--- src/core/tsh_regs.svh ---
// Register offsets, field positions, reset values and timing counts for touch sensitivity control
`ifndef TSH_REGS_SVH
`define TSH_REGS_SVH
`define TSH_NUM_KEYS 8
`define TSH_LEVEL_W 3
`define TSH_THR_W 8
`define TSH_OFF_LEVEL 12'h000
`define TSH_OFF_CTRL 12'h004
`define TSH_OFF_STATUS 12'h008
`define TSH_OFF_SHARED_THR 12'h00C
`define TSH_OFF_KEY_THR 12'h010
`define TSH_OFF_KEY_THR_END 12'h02C
`define TSH_LEVEL_RESET 3'h4
`define TSH_LEVEL_MAX 3'h7
`define TSH_THR_RESET 8'h40
`define TSH_CTRL_SCHEME_BIT 0
`define TSH_CTRL_GUARD_BIT 1
`define TSH_CTRL_HYST_LO 2
`define TSH_CTRL_HYST_HI 3
`define TSH_ST_PRESSED_BIT 0
`define TSH_ST_HYST_BIT 1
`define TSH_ST_TRIM_BIT 2
`define TSH_ST_LEVEL_LO 4
`define TSH_ST_LEVEL_HI 6
`define TSH_TRIM_WAIT_CYC 8
`define TSH_TRIM_CNT_W 4
`endif

--- src/core/tsh_pkg.sv ---
// Types shared by the touch sensitivity control files
package tsh_pkg;
	typedef enum logic [1:0] {
		TSH_HYST_OFF,
		TSH_HYST_SMALL,
		TSH_HYST_LARGE,
		TSH_HYST_RSVD
	} tsh_hyst_t;
	typedef enum logic {
		TSH_SCHEME_PRESET,
		TSH_SCHEME_CUSTOM
	} tsh_scheme_t;
endpackage

--- src/core/tsh_thr_mem.sv ---
// Small memory holding one threshold per touch key, registered read data
`include "tsh_regs.svh"
module tsh_thr_mem
	import tsh_pkg::*;
(
	input wire logic pclk,
	input wire logic presetn,
	input wire logic wr_en,
	input wire logic [2:0] wr_idx,
	input wire logic [`TSH_THR_W-1:0] wr_data,
	input wire logic [2:0] rd_idx,
	output logic [`TSH_THR_W-1:0] rd_data_q
);
	logic [`TSH_THR_W-1:0] mem_q [0:`TSH_NUM_KEYS-1];

	// Per-key storage; reset to 0x40, a quarter of full scale, so custom mode starts sane
	always_ff @(posedge pclk or negedge presetn) begin
		if (!presetn) begin
			for (int i = 0; i < `TSH_NUM_KEYS; i++) begin
				mem_q[i] <= `TSH_THR_RESET;
			end
		end else if (wr_en) begin
			mem_q[wr_idx] <= wr_data;
		end
	end

	// Registered read port
	always_ff @(posedge pclk or negedge presetn) begin
		if (!presetn) begin
			rd_data_q <= `TSH_THR_RESET;
		end else begin
			rd_data_q <= mem_q[rd_idx];
		end
	end
endmodule

--- src/core/tsh_touch_trigger_level_ctrl.sv ---
// Touch sensitivity level, threshold scheme and hysteresis control with APB registers
//
// What this block does
// (RQ1) Three-bit level, 000 most, 111 least
// (RQ2) Build option picks preset or custom scheme
// (RQ3) Preset applies one threshold to all keys
// (RQ4) Custom holds one threshold per key
// (RQ5) Coupling guard only when option enabled
// (RQ6) Hysteresis option: small, large or off
// (RQ7) Small: level drops one while pressed
// (RQ8) Large: threshold halved while pressed
// (RQ9) Adjustment holds until all keys released
// (RQ10) Software waits eight cycles before trim read
// (RQ11) Trim resistor code loads readable level
// (RQ12) Small hysteresis saturates at level seven
// (RQ13) Halving is a truncating right shift
`include "tsh_regs.svh"
module tsh_touch_trigger_level_ctrl
	import tsh_pkg::*;
#(
	parameter tsh_scheme_t SCHEME = TSH_SCHEME_PRESET,
	parameter logic GUARD_EN = 1'b0,
	parameter tsh_hyst_t HYST = TSH_HYST_SMALL
)
(
	input wire logic pclk,
	input wire logic presetn,
	input wire logic psel,
	input wire logic penable,
	input wire logic pwrite,
	input wire logic [11:0] paddr,
	input wire logic [31:0] pwdata,
	output logic [31:0] prdata,
	output logic pready,
	output logic pslverr,
	input wire logic [2:0] external_trim_resistor_pad,
	input wire logic [`TSH_NUM_KEYS-1:0] key_pressed,
	input wire logic [2:0] key_sel,
	output logic [`TSH_LEVEL_W-1:0] eff_level_q,
	output logic [`TSH_THR_W-1:0] eff_threshold_q,
	output logic neighbor_coupling_guard_q,
	output logic hyst_active_q
);
	logic [`TSH_LEVEL_W+`TSH_NUM_KEYS-1:0] sync_q;
	logic [2:0] trim_code;
	logic [`TSH_NUM_KEYS-1:0] pressed;
	logic [`TSH_LEVEL_W-1:0] level_q;
	logic [`TSH_THR_W-1:0] shared_thr_q;
	logic [`TSH_THR_W-1:0] key_thr;
	logic [`TSH_TRIM_CNT_W-1:0] trim_cnt_q;
	logic trim_done_q;
	logic [31:0] prdata_q;
	logic pready_q;
	logic pslverr_q;
	logic wr_fire;
	logic rd_fire;
	logic key_wr;
	logic [2:0] key_wr_idx;
	logic any_pressed;
	logic [`TSH_THR_W-1:0] base_thr;

	// Decode of an access to the per-key threshold window
	function automatic logic is_key_addr(input logic [11:0] a);
		return (a >= `TSH_OFF_KEY_THR) && (a <= `TSH_OFF_KEY_THR_END) && (a[1:0] == 2'h0);
	endfunction

	// Small hysteresis step, saturating at the least sensitive level
	function automatic logic [`TSH_LEVEL_W-1:0] level_down(input logic [`TSH_LEVEL_W-1:0] l);
		return (l == `TSH_LEVEL_MAX) ? `TSH_LEVEL_MAX : l + 3'h1; // RQ12
	endfunction

	// Pad levels are asynchronous, so they pass the synchroniser first
	tsh_trim_sync u_sync (
		.pclk(pclk),
		.presetn(presetn),
		.async_in({external_trim_resistor_pad, key_pressed}),
		.sync_q(sync_q)
	);

	assign trim_code = sync_q[`TSH_LEVEL_W+`TSH_NUM_KEYS-1:`TSH_NUM_KEYS];
	assign pressed = sync_q[`TSH_NUM_KEYS-1:0];
	assign any_pressed = |pressed;

	// APB access phase with zero wait states
	assign wr_fire = psel && penable && pwrite && pready_q;
	assign rd_fire = psel && penable && !pwrite && pready_q;
	assign key_wr = wr_fire && is_key_addr(paddr) && (SCHEME == TSH_SCHEME_CUSTOM); // RQ4
	assign key_wr_idx = 3'((paddr - `TSH_OFF_KEY_THR) >> 2);

	// Per-key thresholds live in a small memory; read index is the key being judged
	tsh_thr_mem u_mem (
		.pclk(pclk),
		.presetn(presetn),
		.wr_en(key_wr),
		.wr_idx(key_wr_idx),
		.wr_data(pwdata[`TSH_THR_W-1:0]),
		.rd_idx(key_sel),
		.rd_data_q(key_thr)
	);

	// Trim code settles after power-up; the count gates its one-time load
	always_ff @(posedge pclk or negedge presetn) begin
		if (!presetn) begin
			trim_cnt_q <= '0;
			trim_done_q <= 1'b0;
		end else if (!trim_done_q) begin
			if (trim_cnt_q == `TSH_TRIM_CNT_W'(`TSH_TRIM_WAIT_CYC - 1)) begin
				trim_done_q <= 1'b1;
			end else begin
				trim_cnt_q <= trim_cnt_q + 4'h1;
			end
		end
	end

	// Level register: trim load once, then software may override
	always_ff @(posedge pclk or negedge presetn) begin
		if (!presetn) begin
			level_q <= `TSH_LEVEL_RESET;
		end else if (wr_fire && paddr == `TSH_OFF_LEVEL) begin
			level_q <= pwdata[`TSH_LEVEL_W-1:0]; // RQ1
		end else if (!trim_done_q && trim_cnt_q == `TSH_TRIM_CNT_W'(`TSH_TRIM_WAIT_CYC - 1)) begin
			level_q <= trim_code; // RQ11
		end
	end

	// Shared threshold used by the preset scheme
	always_ff @(posedge pclk or negedge presetn) begin
		if (!presetn) begin
			shared_thr_q <= `TSH_THR_RESET;
		end else if (wr_fire && paddr == `TSH_OFF_SHARED_THR) begin
			shared_thr_q <= pwdata[`TSH_THR_W-1:0];
		end
	end

	// Scheme chooses shared or per-key threshold
	assign base_thr = (SCHEME == TSH_SCHEME_PRESET) ? shared_thr_q : key_thr; // RQ2 RQ3 RQ4

	// Hysteresis tracks any press and drops only once all keys are free
	always_ff @(posedge pclk or negedge presetn) begin
		if (!presetn) begin
			hyst_active_q <= 1'b0;
		end else begin
			hyst_active_q <= (HYST == TSH_HYST_SMALL || HYST == TSH_HYST_LARGE) && any_pressed; // RQ6 RQ9
		end
	end

	// Effective level and threshold, registered for clean outputs
	always_ff @(posedge pclk or negedge presetn) begin
		if (!presetn) begin
			eff_level_q <= `TSH_LEVEL_RESET;
			eff_threshold_q <= `TSH_THR_RESET;
		end else begin
			eff_level_q <= level_q;
			eff_threshold_q <= base_thr;
			if (HYST == TSH_HYST_SMALL && any_pressed) begin
				eff_level_q <= level_down(level_q); // RQ7
			end
			if (HYST == TSH_HYST_LARGE && any_pressed) begin
				eff_threshold_q <= base_thr >> 1; // RQ8 RQ13
			end
		end
	end

	// Coupling guard is a build option; costs a little sensitivity
	always_ff @(posedge pclk or negedge presetn) begin
		if (!presetn) begin
			neighbor_coupling_guard_q <= 1'b0;
		end else begin
			neighbor_coupling_guard_q <= GUARD_EN; // RQ5
		end
	end

	// APB slave: always ready, error on unmapped addresses
	always_ff @(posedge pclk or negedge presetn) begin
		if (!presetn) begin
			pready_q <= 1'b0;
			pslverr_q <= 1'b0;
			prdata_q <= '0;
		end else begin
			pready_q <= psel && !penable;
			pslverr_q <= 1'b0;
			prdata_q <= '0;
			if (psel && !penable) begin
				case (paddr)
					`TSH_OFF_LEVEL: prdata_q <= {29'h0, level_q};
					`TSH_OFF_CTRL: prdata_q <= {28'h0, HYST, GUARD_EN, SCHEME};
					`TSH_OFF_STATUS: prdata_q <= {25'h0, eff_level_q, 1'b0, trim_done_q,
						hyst_active_q, any_pressed};
					`TSH_OFF_SHARED_THR: prdata_q <= {24'h0, shared_thr_q};
					default: begin
						if (is_key_addr(paddr) && SCHEME == TSH_SCHEME_CUSTOM) begin
							prdata_q <= {24'h0, key_thr};
						end else if (!is_key_addr(paddr)) begin
							pslverr_q <= 1'b1;
						end
					end
				endcase
			end
		end
	end

	assign prdata = prdata_q;
	assign pready = pready_q;
	assign pslverr = pslverr_q;

	// Small hysteresis lowers the level by one, saturating
	small_hyst_a: assert property (@(posedge pclk) disable iff (!presetn) // RQ7
		(HYST == TSH_HYST_SMALL && any_pressed) |=> eff_level_q == level_down($past(level_q)))
		else $error("small hysteresis level wrong");
	// Large hysteresis halves the threshold
	large_hyst_a: assert property (@(posedge pclk) disable iff (!presetn) // RQ8
		(HYST == TSH_HYST_LARGE && any_pressed) |=> eff_threshold_q == ($past(base_thr) >> 1))
		else $error("large hysteresis threshold wrong");
	// Release restores the programmed level
	release_level_a: assert property (@(posedge pclk) disable iff (!presetn) // RQ9
		!any_pressed |=> eff_level_q == $past(level_q) && eff_threshold_q == $past(base_thr))
		else $error("level not restored after release");
	// Saturation at the least sensitive level
	sat_level_a: assert property (@(posedge pclk) disable iff (!presetn) // RQ12
		(HYST == TSH_HYST_SMALL && any_pressed && level_q == `TSH_LEVEL_MAX) |=> eff_level_q == `TSH_LEVEL_MAX)
		else $error("level wrapped");
	// Trim code loaded after the settle count
	trim_load_a: assert property (@(posedge pclk) disable iff (!presetn) // RQ11
		($rose(trim_done_q) && !$past(wr_fire)) |-> level_q == $past(trim_code))
		else $error("trim code not loaded");
	// Hysteresis flag follows any press
	hyst_flag_a: assert property (@(posedge pclk) disable iff (!presetn) // RQ6
		any_pressed && HYST != TSH_HYST_OFF |=> hyst_active_q)
		else $error("hysteresis flag missing");
	// Preset scheme uses shared threshold
	preset_thr_a: assert property (@(posedge pclk) disable iff (!presetn) // RQ3
		(SCHEME == TSH_SCHEME_PRESET && !any_pressed) |=> eff_threshold_q == $past(shared_thr_q))
		else $error("preset threshold not shared");
	// Level write takes effect next cycle
	level_write_a: assert property (@(posedge pclk) disable iff (!presetn) // RQ1
		(wr_fire && paddr == `TSH_OFF_LEVEL) |=> level_q == $past(pwdata[2:0]))
		else $error("level write lost");
	// Guard output follows its option
	guard_out_a: assert property (@(posedge pclk) disable iff (!presetn) // RQ5
		$past(presetn) |-> neighbor_coupling_guard_q == GUARD_EN)
		else $error("guard option mismatch");
endmodule

--- src/core/tsh_trim_sync.sv ---
// Two-flop synchroniser for the trim resistor comparator code and key pressed levels
`include "tsh_regs.svh"
module tsh_trim_sync
	import tsh_pkg::*;
(
	input wire logic pclk,
	input wire logic presetn,
	input wire logic [`TSH_LEVEL_W+`TSH_NUM_KEYS-1:0] async_in,
	output logic [`TSH_LEVEL_W+`TSH_NUM_KEYS-1:0] sync_q
);
	logic [`TSH_LEVEL_W+`TSH_NUM_KEYS-1:0] meta_q;

	// First stage feeds only the second stage
	always_ff @(posedge pclk or negedge presetn) begin
		if (!presetn) begin
			meta_q <= '0;
			sync_q <= '0;
		end else begin
			meta_q <= async_in;
			sync_q <= meta_q;
		end
	end
endmodule

--- config.mk ---
export PLATFORM = sky130hd
export DESIGN_NAME = tsh_touch_trigger_level_ctrl
export DESIGN_NICKNAME = d
export VERILOG_FILES = /design/src/core/tsh_pkg.sv /design/src/core/tsh_thr_mem.sv /design/src/core/tsh_touch_trigger_level_ctrl.sv /design/src/core/tsh_trim_sync.sv
export VERILOG_INCLUDE_DIRS = /design/src /design/src/core
export SDC_FILE = /design/constraint.sdc
export NUM_CORES = 1
export LEC_CHECK = 0
export ABC_AREA = 1
export BUFFER_PORTS_ARGS = -buffer_cell sky130_fd_sc_hd__clkbuf_2
export CAP_MARGIN = 20
export CORE_MARGIN = 4
export CORE_UTILIZATION = 47
export DETAILED_ROUTE_END_ITERATION = 7
export PLACE_DENSITY = 0.85
export SYNTH_ARGS = -nofsm -noshare
export SYNTH_HDL_FRONTEND = slang
export SYNTH_SLANG_ARGS = --single-unit
--- constraint.sdc ---
create_clock -name pclk -period 1.5 [get_ports pclk]
set_input_delay 0 -clock pclk [delete_from_list [all_inputs] [get_ports pclk]]
set_output_delay 0 -clock pclk [all_outputs]
set_load 0.03 [all_outputs]
Word level (Yosys, flattened, before mapping)
Cells that the tools add are included.
{ "word_totals": {"ff_bits": 84, "inputBits": 63, "out_inout_bits": 47, "wordCells": 51} }
{ "classes": {"n_addsub": 2, "n_lt_le_gt_ge": 2, "n_eq_ne": 5, "n_mux": 11, "n_bitwise": 2, "n_reduce_logical": 17} }
{ "ops": {"columns": ["cell", "n"], "rows": [
  ["$pmux 8 s4", 1],
  ["$eq 12x4->1 const B", 2],
  ["$eq 12x3->1 const B", 1],
  ["$ge 12x5->1 const B", 1],
  ["$le 12x6->1 const B", 1],
  ["$logic_not 12->1", 1],
  ["$mux 3", 4],
  ["$logic_and 1x1->1", 9],
  ["$mux 8", 1],
  ["$reduce_or 8->1", 1],
  ["$mux 1", 5],
  ["$add 4x1->4 const B", 1],
  ["$eq 4x3->1 const B", 1],
  ["$reduce_or 4->1", 1],
  ["$add 3x1->3 const B", 1],
  ["$eq 3x3->1 const B", 1],
  ["$logic_not 1->1", 2],
  ["$logic_not 2->1", 1],
  ["$not 1->1", 2],
  ["$reduce_and 2->1", 1],
  ["$reduce_bool 2->1", 1]
]} }

Depth between registers and ports, before layout
Gate-level depths: netlist of the first run.
{ "depth": {"depth_word": 6, "mapped_depth": 9} }

Cells and area by module
A second synthesis of the first run with hierarchy kept.
{ "unflattened": {"hier_cells": 243, "hier_area_um2": 2486.1} }
{ "modules_own_cells": {"columns": ["mod", "instances", "cells_per_inst", "area_each_um2", "seq_area_each_um2"], "rows": [
  ["tsh_touch_trigger_level_ctrl", 1, 221, 1935.6, 955.9],
  ["tsh_trim_sync", 1, 22, 550.5, 550.5]
]} }

Worst setup path after synthesis of the first run
No wires, ideal clock.
{ "synth_timing": {"path_kind": "register to register", "start": "reg trim_cnt_q[1]", "end": "reg trim_cnt_q[1]", "setup_time_ps": 125, "t_arrival_ps": 1130, "setup_slack_ps": 245, "stages_incl_launch_ff": 5, "period_less_slack_ps": 1255, "cell_sequence": "dfrtp_1 -> ha_1 -> nand2_1 -> o21ai_2 -> mux2_2"} }
{ "synth_via": {"elab_chain_len": 3, "word_cells_on_any_way": 4, "cone_classes": "1 x add/sub; 1 x eq/ne; 1 x bitwise; 1 x reduce/logical"} }
{ "synth_lines": {"columns": ["item", "line_no", "source"], "rows": [
  ["start, declared", "tsh_touch_trigger_level_ctrl.sv:50", "logic [`TSH_TRIM_CNT_W-1:0] trim_cnt_q;"],
  ["start signal, assigned", "tsh_touch_trigger_level_ctrl.sv:110", "trim_cnt_q <= trim_cnt_q + 4'h1;"],
  ["parallel branches: the longest is 3 deep, another holds $add 4x1->4", null, null]
]} }
Parallel ways; which one is timed is not known.
A chain may end at the register's enable or synchronous reset.

Final worst setup path of the first run
Ends and elaborated chain as after synthesis.

==> results.py, run 1 <==
metrics = {
    "status": {
        "run_status": "completed",
    },
    "placed_design": {
        "gp_congestion": 0.867,
        "dpl.cell_count": 359,
        "hpwl_mm": 3.13,
        "portBuffers": 57,
        "place_ws_ns": 0.146,
    },
    "setup_path": {
        "worstSetupPathType": "flop to flop",
        "required_ns": 1.72,
        "cp-end-kind": "flop",
        "crit_chain": "ha_1 > nand2_1 > o21ai_2 > mux2_2",
        "worstPathMaxFanout": 5,
        "cp_slowest_stage_delay_ns": 0.37,
        "worstPathArrival_ns": 1.58,
        "start_kind": "flop",
        "slowest_stage": "dfrtp_1",
    },
    "grt": {
        "top_usage_layer": "met2",
        "grt_first_pass_wirelength_mm": 7.85,
        "grt_overflow": 0,
        "use_met3_pct": 6.10,
        "antenna_found_initial": 0,
        "track_usage_pct": 16.5,
        "use_met2_pct": 30.0,
        "globalRouteMet1Util_pct": 16.0,
        "grt_max_degree": 61,
        "grt_pass1_vias": 1793,
    },
    "clocking": {
        "cts_tree": "done",
        "cts_buffers": 9,
        "h-tree-depth": 3,
        "clkSinkCount": 60,
        "post_cts_resized": 0,
        "cts_root_buffer": "clkbuf_8",
        "clk-insertion-delay-late_ns": 0.34,
        "path_clk_slew_ns": 0.06,
        "clockBufferDepth": 2,
    },
    "logic_synthesis": {
        "synth_cell_type_count": 32,
        "ys.flop_type": "dfrtp_1",
        "seq_area_frac_synth_pct": 60.3,
        "yosysWarnings": 0,
        "async_flop_share_pct": 100,
        "synth_cells": 234,
        "syn_area_mm2": 0.00250,
        "yosys.area.top_type_share_pct": 56.1,
        "synth_edf_count": 0,
        "muxShareOfSynthArea_pct": 0.451,
        "synth_xor_area_share_pct": 0.701,
        "synthSimpleGateAreaFrac_pct": 16.8,
        "synth_top_family_by_area": "simple AND/OR/NAND/NOR gates",
        "synth_common_cells": "56 x dfrtp_1, 37 x nand2_1, 32 x inv_1",
        "synthAdderAreaFrac_pct": 1.00,
        "synth_area_leader_cell": "dfrtp_1",
        "ys_seq_elements": 60,
        "yosysMostFrequentCell": "dfrtp_1",
        "avgSynthCellArea_um2": 10.7,
        "synth_compound_area_share_pct": 6.06,
        "yosys-top-cells-area": "dfrtp_1 56%, buf_4 7.5%, nand2_1 5.6%",
    },
    "floorplanning": {
        "pin_count": 110,
        "die_x_um": 80.9,
        "dieArea_mm2": 0.00654,
        "rows": 26,
        "die_y_um": 80.9,
        "initial_utilization_pct": 48.6,
        "core_area_mm2": 0.00514,
    },
    "detailed_routing": {
        "ant_nets": 0,
        "drc": 0,
        "firstDrtPassIters": 4,
        "wl_per_cell_um": 11.6,
        "viasPerCell": 4.31,
        "wl_mm": 4.69,
        "num_vias": 1735,
        "drt_iter0_markers": 66,
    },
    "timing": {
        "setup_ws_ns": 0.141,
        "fmax_mhz": 736,
        "tns_ns": 0,
        "finalClockSkew_ns": 0.00854,
        "period_needed_ns": 1.36,
        "hold_violations": 0,
        "setup_viol": 0,
        "min_period_over_period_pct": 90.6,
        "drv_slew": 0,
        "rsz0062_at_grt": "no",
    },
    "power_and_ir_drop": {
        "vdd_drop_max_mv": 0.855,
        "powerDensity_mw_per_mm2": 1030,
        "total_leakage_power_nw": 1.71,
    },
    "final_layout": {
        "final_core_util_pct": 62.6,
        "antenna_cells": 0,
        "finalNetCount": 393,
        "n_fill_cell": 439,
        "drive_gt1_share_pct": 30.9,
        "instances_no_fill": 403,
        "syn_to_final_growth_pct": 28.8,
    },
    "worst_hold_path": {
        "hold_path.class": "primary input to flop",
    },
    "flow_run": {
        "maxCapViolCount": 0,
    },
}
## metrics by stage
| step | hold WS [ns] | instance area (µm²) | power, mW |
|---|---|---|---|
| after floorplan | -0.296 | 2590 | 1.91 |
| after global placement | 0.0232 | 2750 | 1.96 |
| after detailed placement | 0.0257 | 2750 | 1.97 |
| after CTS | 0.00113 | 3200 | 3.34 |
| after global routing | 0.0184 | 3220 | 3.49 |
| final | 0.0141 | 3220 | 3.31 |
## where the power goes
part	leakage [nW]	internal [mW]	switching, mW
registers	0.735	1.66	0.0185
clock network	0.0876	0.687	0.630
logic	0.884	0.109	0.203
## worst paths after layout
| path | start | end | slack, ns | cells after the start |
|---|---|---|---|---|
| setup / recovery | trim_cnt_q[1] | trim_cnt_q[1] | 0.14 | 4 |
| hold / removal | paddr[10] | pslverr | 0.01 | 4 |
| setup reg to reg | trim_cnt_q[1] | trim_cnt_q[1] | 0.14 | 4 |
| hold reg to reg | u_sync.meta_q[6] | u_sync.sync_q[6] | 0.35 | 0 |
| max in group asynchronous | presetn | eff_threshold_q[6] | 1.00 | 3 |
| min in group asynchronous | presetn | trim_cnt_q[0] | 0.20 | 3 |
## cell families (layout without fill, tap and decap cells)
family                   count (synthesis)  after routing
AND/OR/NAND/NOR                         84             84
buffers and inverters                   62            137
flip-flops                              60             60
AO/OA/AOI/OAI                           22             22
adder cells (fa/ha/maj)                  2              2
XOR/XNOR                                 2              2
other                                    1             25
multiplexers                             1              1
## worst max-delay path, delay by kind of cell, from the launching register on
family          cells  cell delay [ns]
flops               1             0.37
mux                 1             0.36
compound gates      1             0.22
fa+ha+maj           1             0.20
simple gates        1             0.10
## state kept, by name, summed over array words and instances (netlist names), 3 cells and up
signal	cells
u_sync.meta_q	11
u_sync.sync_q	11
base_thr	8
eff_threshold_q	8
prdata	8
trim_cnt_q	4
eff_level_q	3
level_q	3
## routing by layer
layer	vias to the layer above	wire (µm)
met4	0	101
met2	68	2510
met3	10	360
met1	797	1720
met5	-	0
li1	860	-
## cells in the final DEF (no fill, tap or decap), types with 2 or more instances in the layout
master,Yosys,layout
a21oi_1,7,7
buf_4,25,3
clkbuf_2,0,57
clkbuf_8,0,11
clkinvlp_4,0,3
conb_1,1,25
dfrtp_1,56,56
dfstp_2,4,4
dlygate4sd3_1,0,26
ha_1,2,2
inv_1,32,32
nand2_1,37,37
nand3_1,20,20
nand4_1,2,2
nor2_1,12,12
nor2_2,4,4
nor2_4,2,2
o21ai_0,3,3
o21ai_2,9,9
xor2_1,2,2
## repair_timing
action / CTS / global route
setup endpoints to repair: 0 / 11
hold buffers: 26 / 0
hold endpoints to repair: 86 / 0
setup buffers: 0 / 2
## area by class of cell
type	count	area, µm²	share of cell area (%)
clock buffer	11	151	4.71
clock inverter	5	36.3	1.13
inverter	34	128	3.97
multi-input combinational	136	719	22.4
sequential	60	1510	46.8
tap	70	87.6	2.72
timing repair buffer	87	588	18.3
No activity file was read; power rests on OpenSTA's default activity.
==> inputs of run 2 (changes only) <==
- CELL_PAD_IN_SITES_DETAIL_PLACEMENT: default -> 1
- CELL_PAD_IN_SITES_GLOBAL_PLACEMENT: default -> 1
- CORE_UTILIZATION: 47 -> 35
- SKIP_CTS_REPAIR_TIMING: default -> 1
==> results.py, run 2 (synthesis gave the netlist of run 1 again) <==
metrics = {
    "setup_path": {
        "slowest_stage": "mux2_2",
        "path_buf_inv": 0,
        "crit_family": "multiplexers",
        "crit_chain": "ha_1 > nand2_1 > o21ai_2 > mux2_2",
        "worstPathMaxFanout": 5,
        "cp-end-kind": "flop",
        "start_kind": "flop",
        "cp_slowest_stage_delay_ns": 0.36,
        "worstSetupPathType": "flop to flop",
        "worstPathArrival_ns": 1.58,
        "required_ns": 1.71,
    },
    "final_layout": {
        "final_core_util_pct": 46.3,
        "drive_gt1_share_pct": 30.2,
        "layout_common_cells": "57 x clkbuf_2, 56 x dfrtp_1, 37 x nand2_1",
        "final_common_cell": "clkbuf_2",
        "reg_top3": "u_sync.meta_q (11), u_sync.sync_q (11)",
        "syn_to_final_growth_pct": 27.3,
        "instances_no_fill": 424,
        "antenna_cells": 0,
        "finalNetCount": 388,
    },
    "floorplanning": {
        "die_y_um": 92.5,
        "pin_count": 110,
        "die_x_um": 92.5,
        "core_area_mm2": 0.00687,
        "rows": 30,
        "initial_utilization_pct": 36.4,
        "dieArea_mm2": 0.00855,
    },
    "timing": {
        "finalClockSkew_ns": 0.00555,
        "setup_ws_ns": 0.130,
        "tns_ns": 0,
        "rsz0062_at_grt": "no",
        "drv_slew": 0,
        "hold_violations": 0,
        "period_needed_ns": 1.37,
        "fmax_mhz": 730,
        "min_period_over_period_pct": 91.3,
        "setup_viol": 0,
    },
    "clocking": {
        "cts_buffers": 9,
        "clkSinkCount": 60,
        "clockBufferDepth": 2,
        "cts_root_buffer": "clkbuf_8",
        "clk-insertion-delay-late_ns": 0.33,
        "h-tree-depth": 3,
        "path_clk_slew_ns": 0.06,
        "cts_tree": "done",
    },
    "worst_hold_path": {
        "hold_path.class": "primary input to flop",
    },
    "power_and_ir_drop": {
        "total_leakage_power_nw": 1.68,
        "vdd_drop_max_mv": 0.742,
        "total_power_mw": 3.21,
        "powerDensity_mw_per_mm2": 1010,
    },
    "placed_design": {
        "dpl.cell_count": 386,
        "hpwl_mm": 3.81,
        "portBuffers": 57,
        "place_ws_ns": 0.122,
        "gp_congestion": 0.802,
    },
    "grt": {
        "grt_overflow": 0,
        "grt_max_degree": 61,
        "track_usage_pct": 12.9,
        "grt_first_pass_wirelength_mm": 8.40,
        "top_usage_layer": "met2",
        "use_met3_pct": 6.17,
        "antenna_found_initial": 0,
        "globalRouteMet1Util_pct": 14.1,
        "use_met2_pct": 21.6,
        "grt_pass1_vias": 1800,
    },
    "detailed_routing": {
        "firstDrtPassIters": 3,
        "wl_mm": 5.37,
        "viasPerCell": 4.18,
        "ant_nets": 0,
        "num_vias": 1773,
        "wl_per_cell_um": 12.7,
        "drc": 0,
        "drt_iter0_markers": 37,
    },
    "status": {
        "run_status": "completed",
    },
    "flow_run": {
        "maxCapViolCount": 0,
    },
}
[run 2: power by group]
| part | internal, mW | switching [mW] |
|---|---|---|
| Combinational | 0.104 | 0.206 |
| Sequential | 1.67 | 0.0188 |
| Clock | 0.637 | 0.577 |
| Total | 2.41 | 0.802 |
[run 2: per-stage QoR]
stage	area [µm²]	hold WS, ns
2_1_floorplan	2590	-0.296
3_3_place_gp	2790	0.0269
3_5_place_dp	2790	0.0369
4_1_cts	2960	-0.329
5_1_grt	3180	0.0212
6_report	3180	0.00368
[run 2: cell type report]
cell class	instances	area (µm²)
fillers	798	3690
repair buffers	82	541
multi-input cells	136	719
inverters	34	128
clock inverters	3	15.0
well taps	96	120
clock buffers	13	149
flip-flops and latches	60	1510
[run 2: routing by layer]
layer | vias up | share of wire, % | wire (µm)
li1 | 851 | - | -
met1 | 839 | 39 | 2090
met2 | 73 | 51 | 2750
met3 | 10 | 8.0 | 431
met4 | 0 | 1.8 | 97
met5 | - | 0 | 0
[run 2: final timing paths]
| kind | start | end | slack (ns) | depth (start not counted) |
|---|---|---|---|---|
| hold reg to reg | u_sync.meta_q[5] | u_sync.sync_q[5] | 0.35 | 0 |
| setup reg to reg | trim_cnt_q[0] | trim_cnt_q[1] | 0.13 | 4 |
| hold / removal | paddr[5] | pslverr | 0.004 | 4 |
| max in group asynchronous | presetn | level_q[2] | 0.97 | 3 |
| min in group asynchronous | presetn | prdata[4] | 0.21 | 3 |
| setup / recovery | trim_cnt_q[0] | trim_cnt_q[1] | 0.13 | 4 |
[run 2: worst register-to-register path: cells and delay by family, from the launching register on]
family | cells | cell delay, ns
compound gates | 1 | 0.24
fa+ha+maj | 1 | 0.20
flops | 1 | 0.35
mux | 1 | 0.36
simple gates | 1 | 0.10
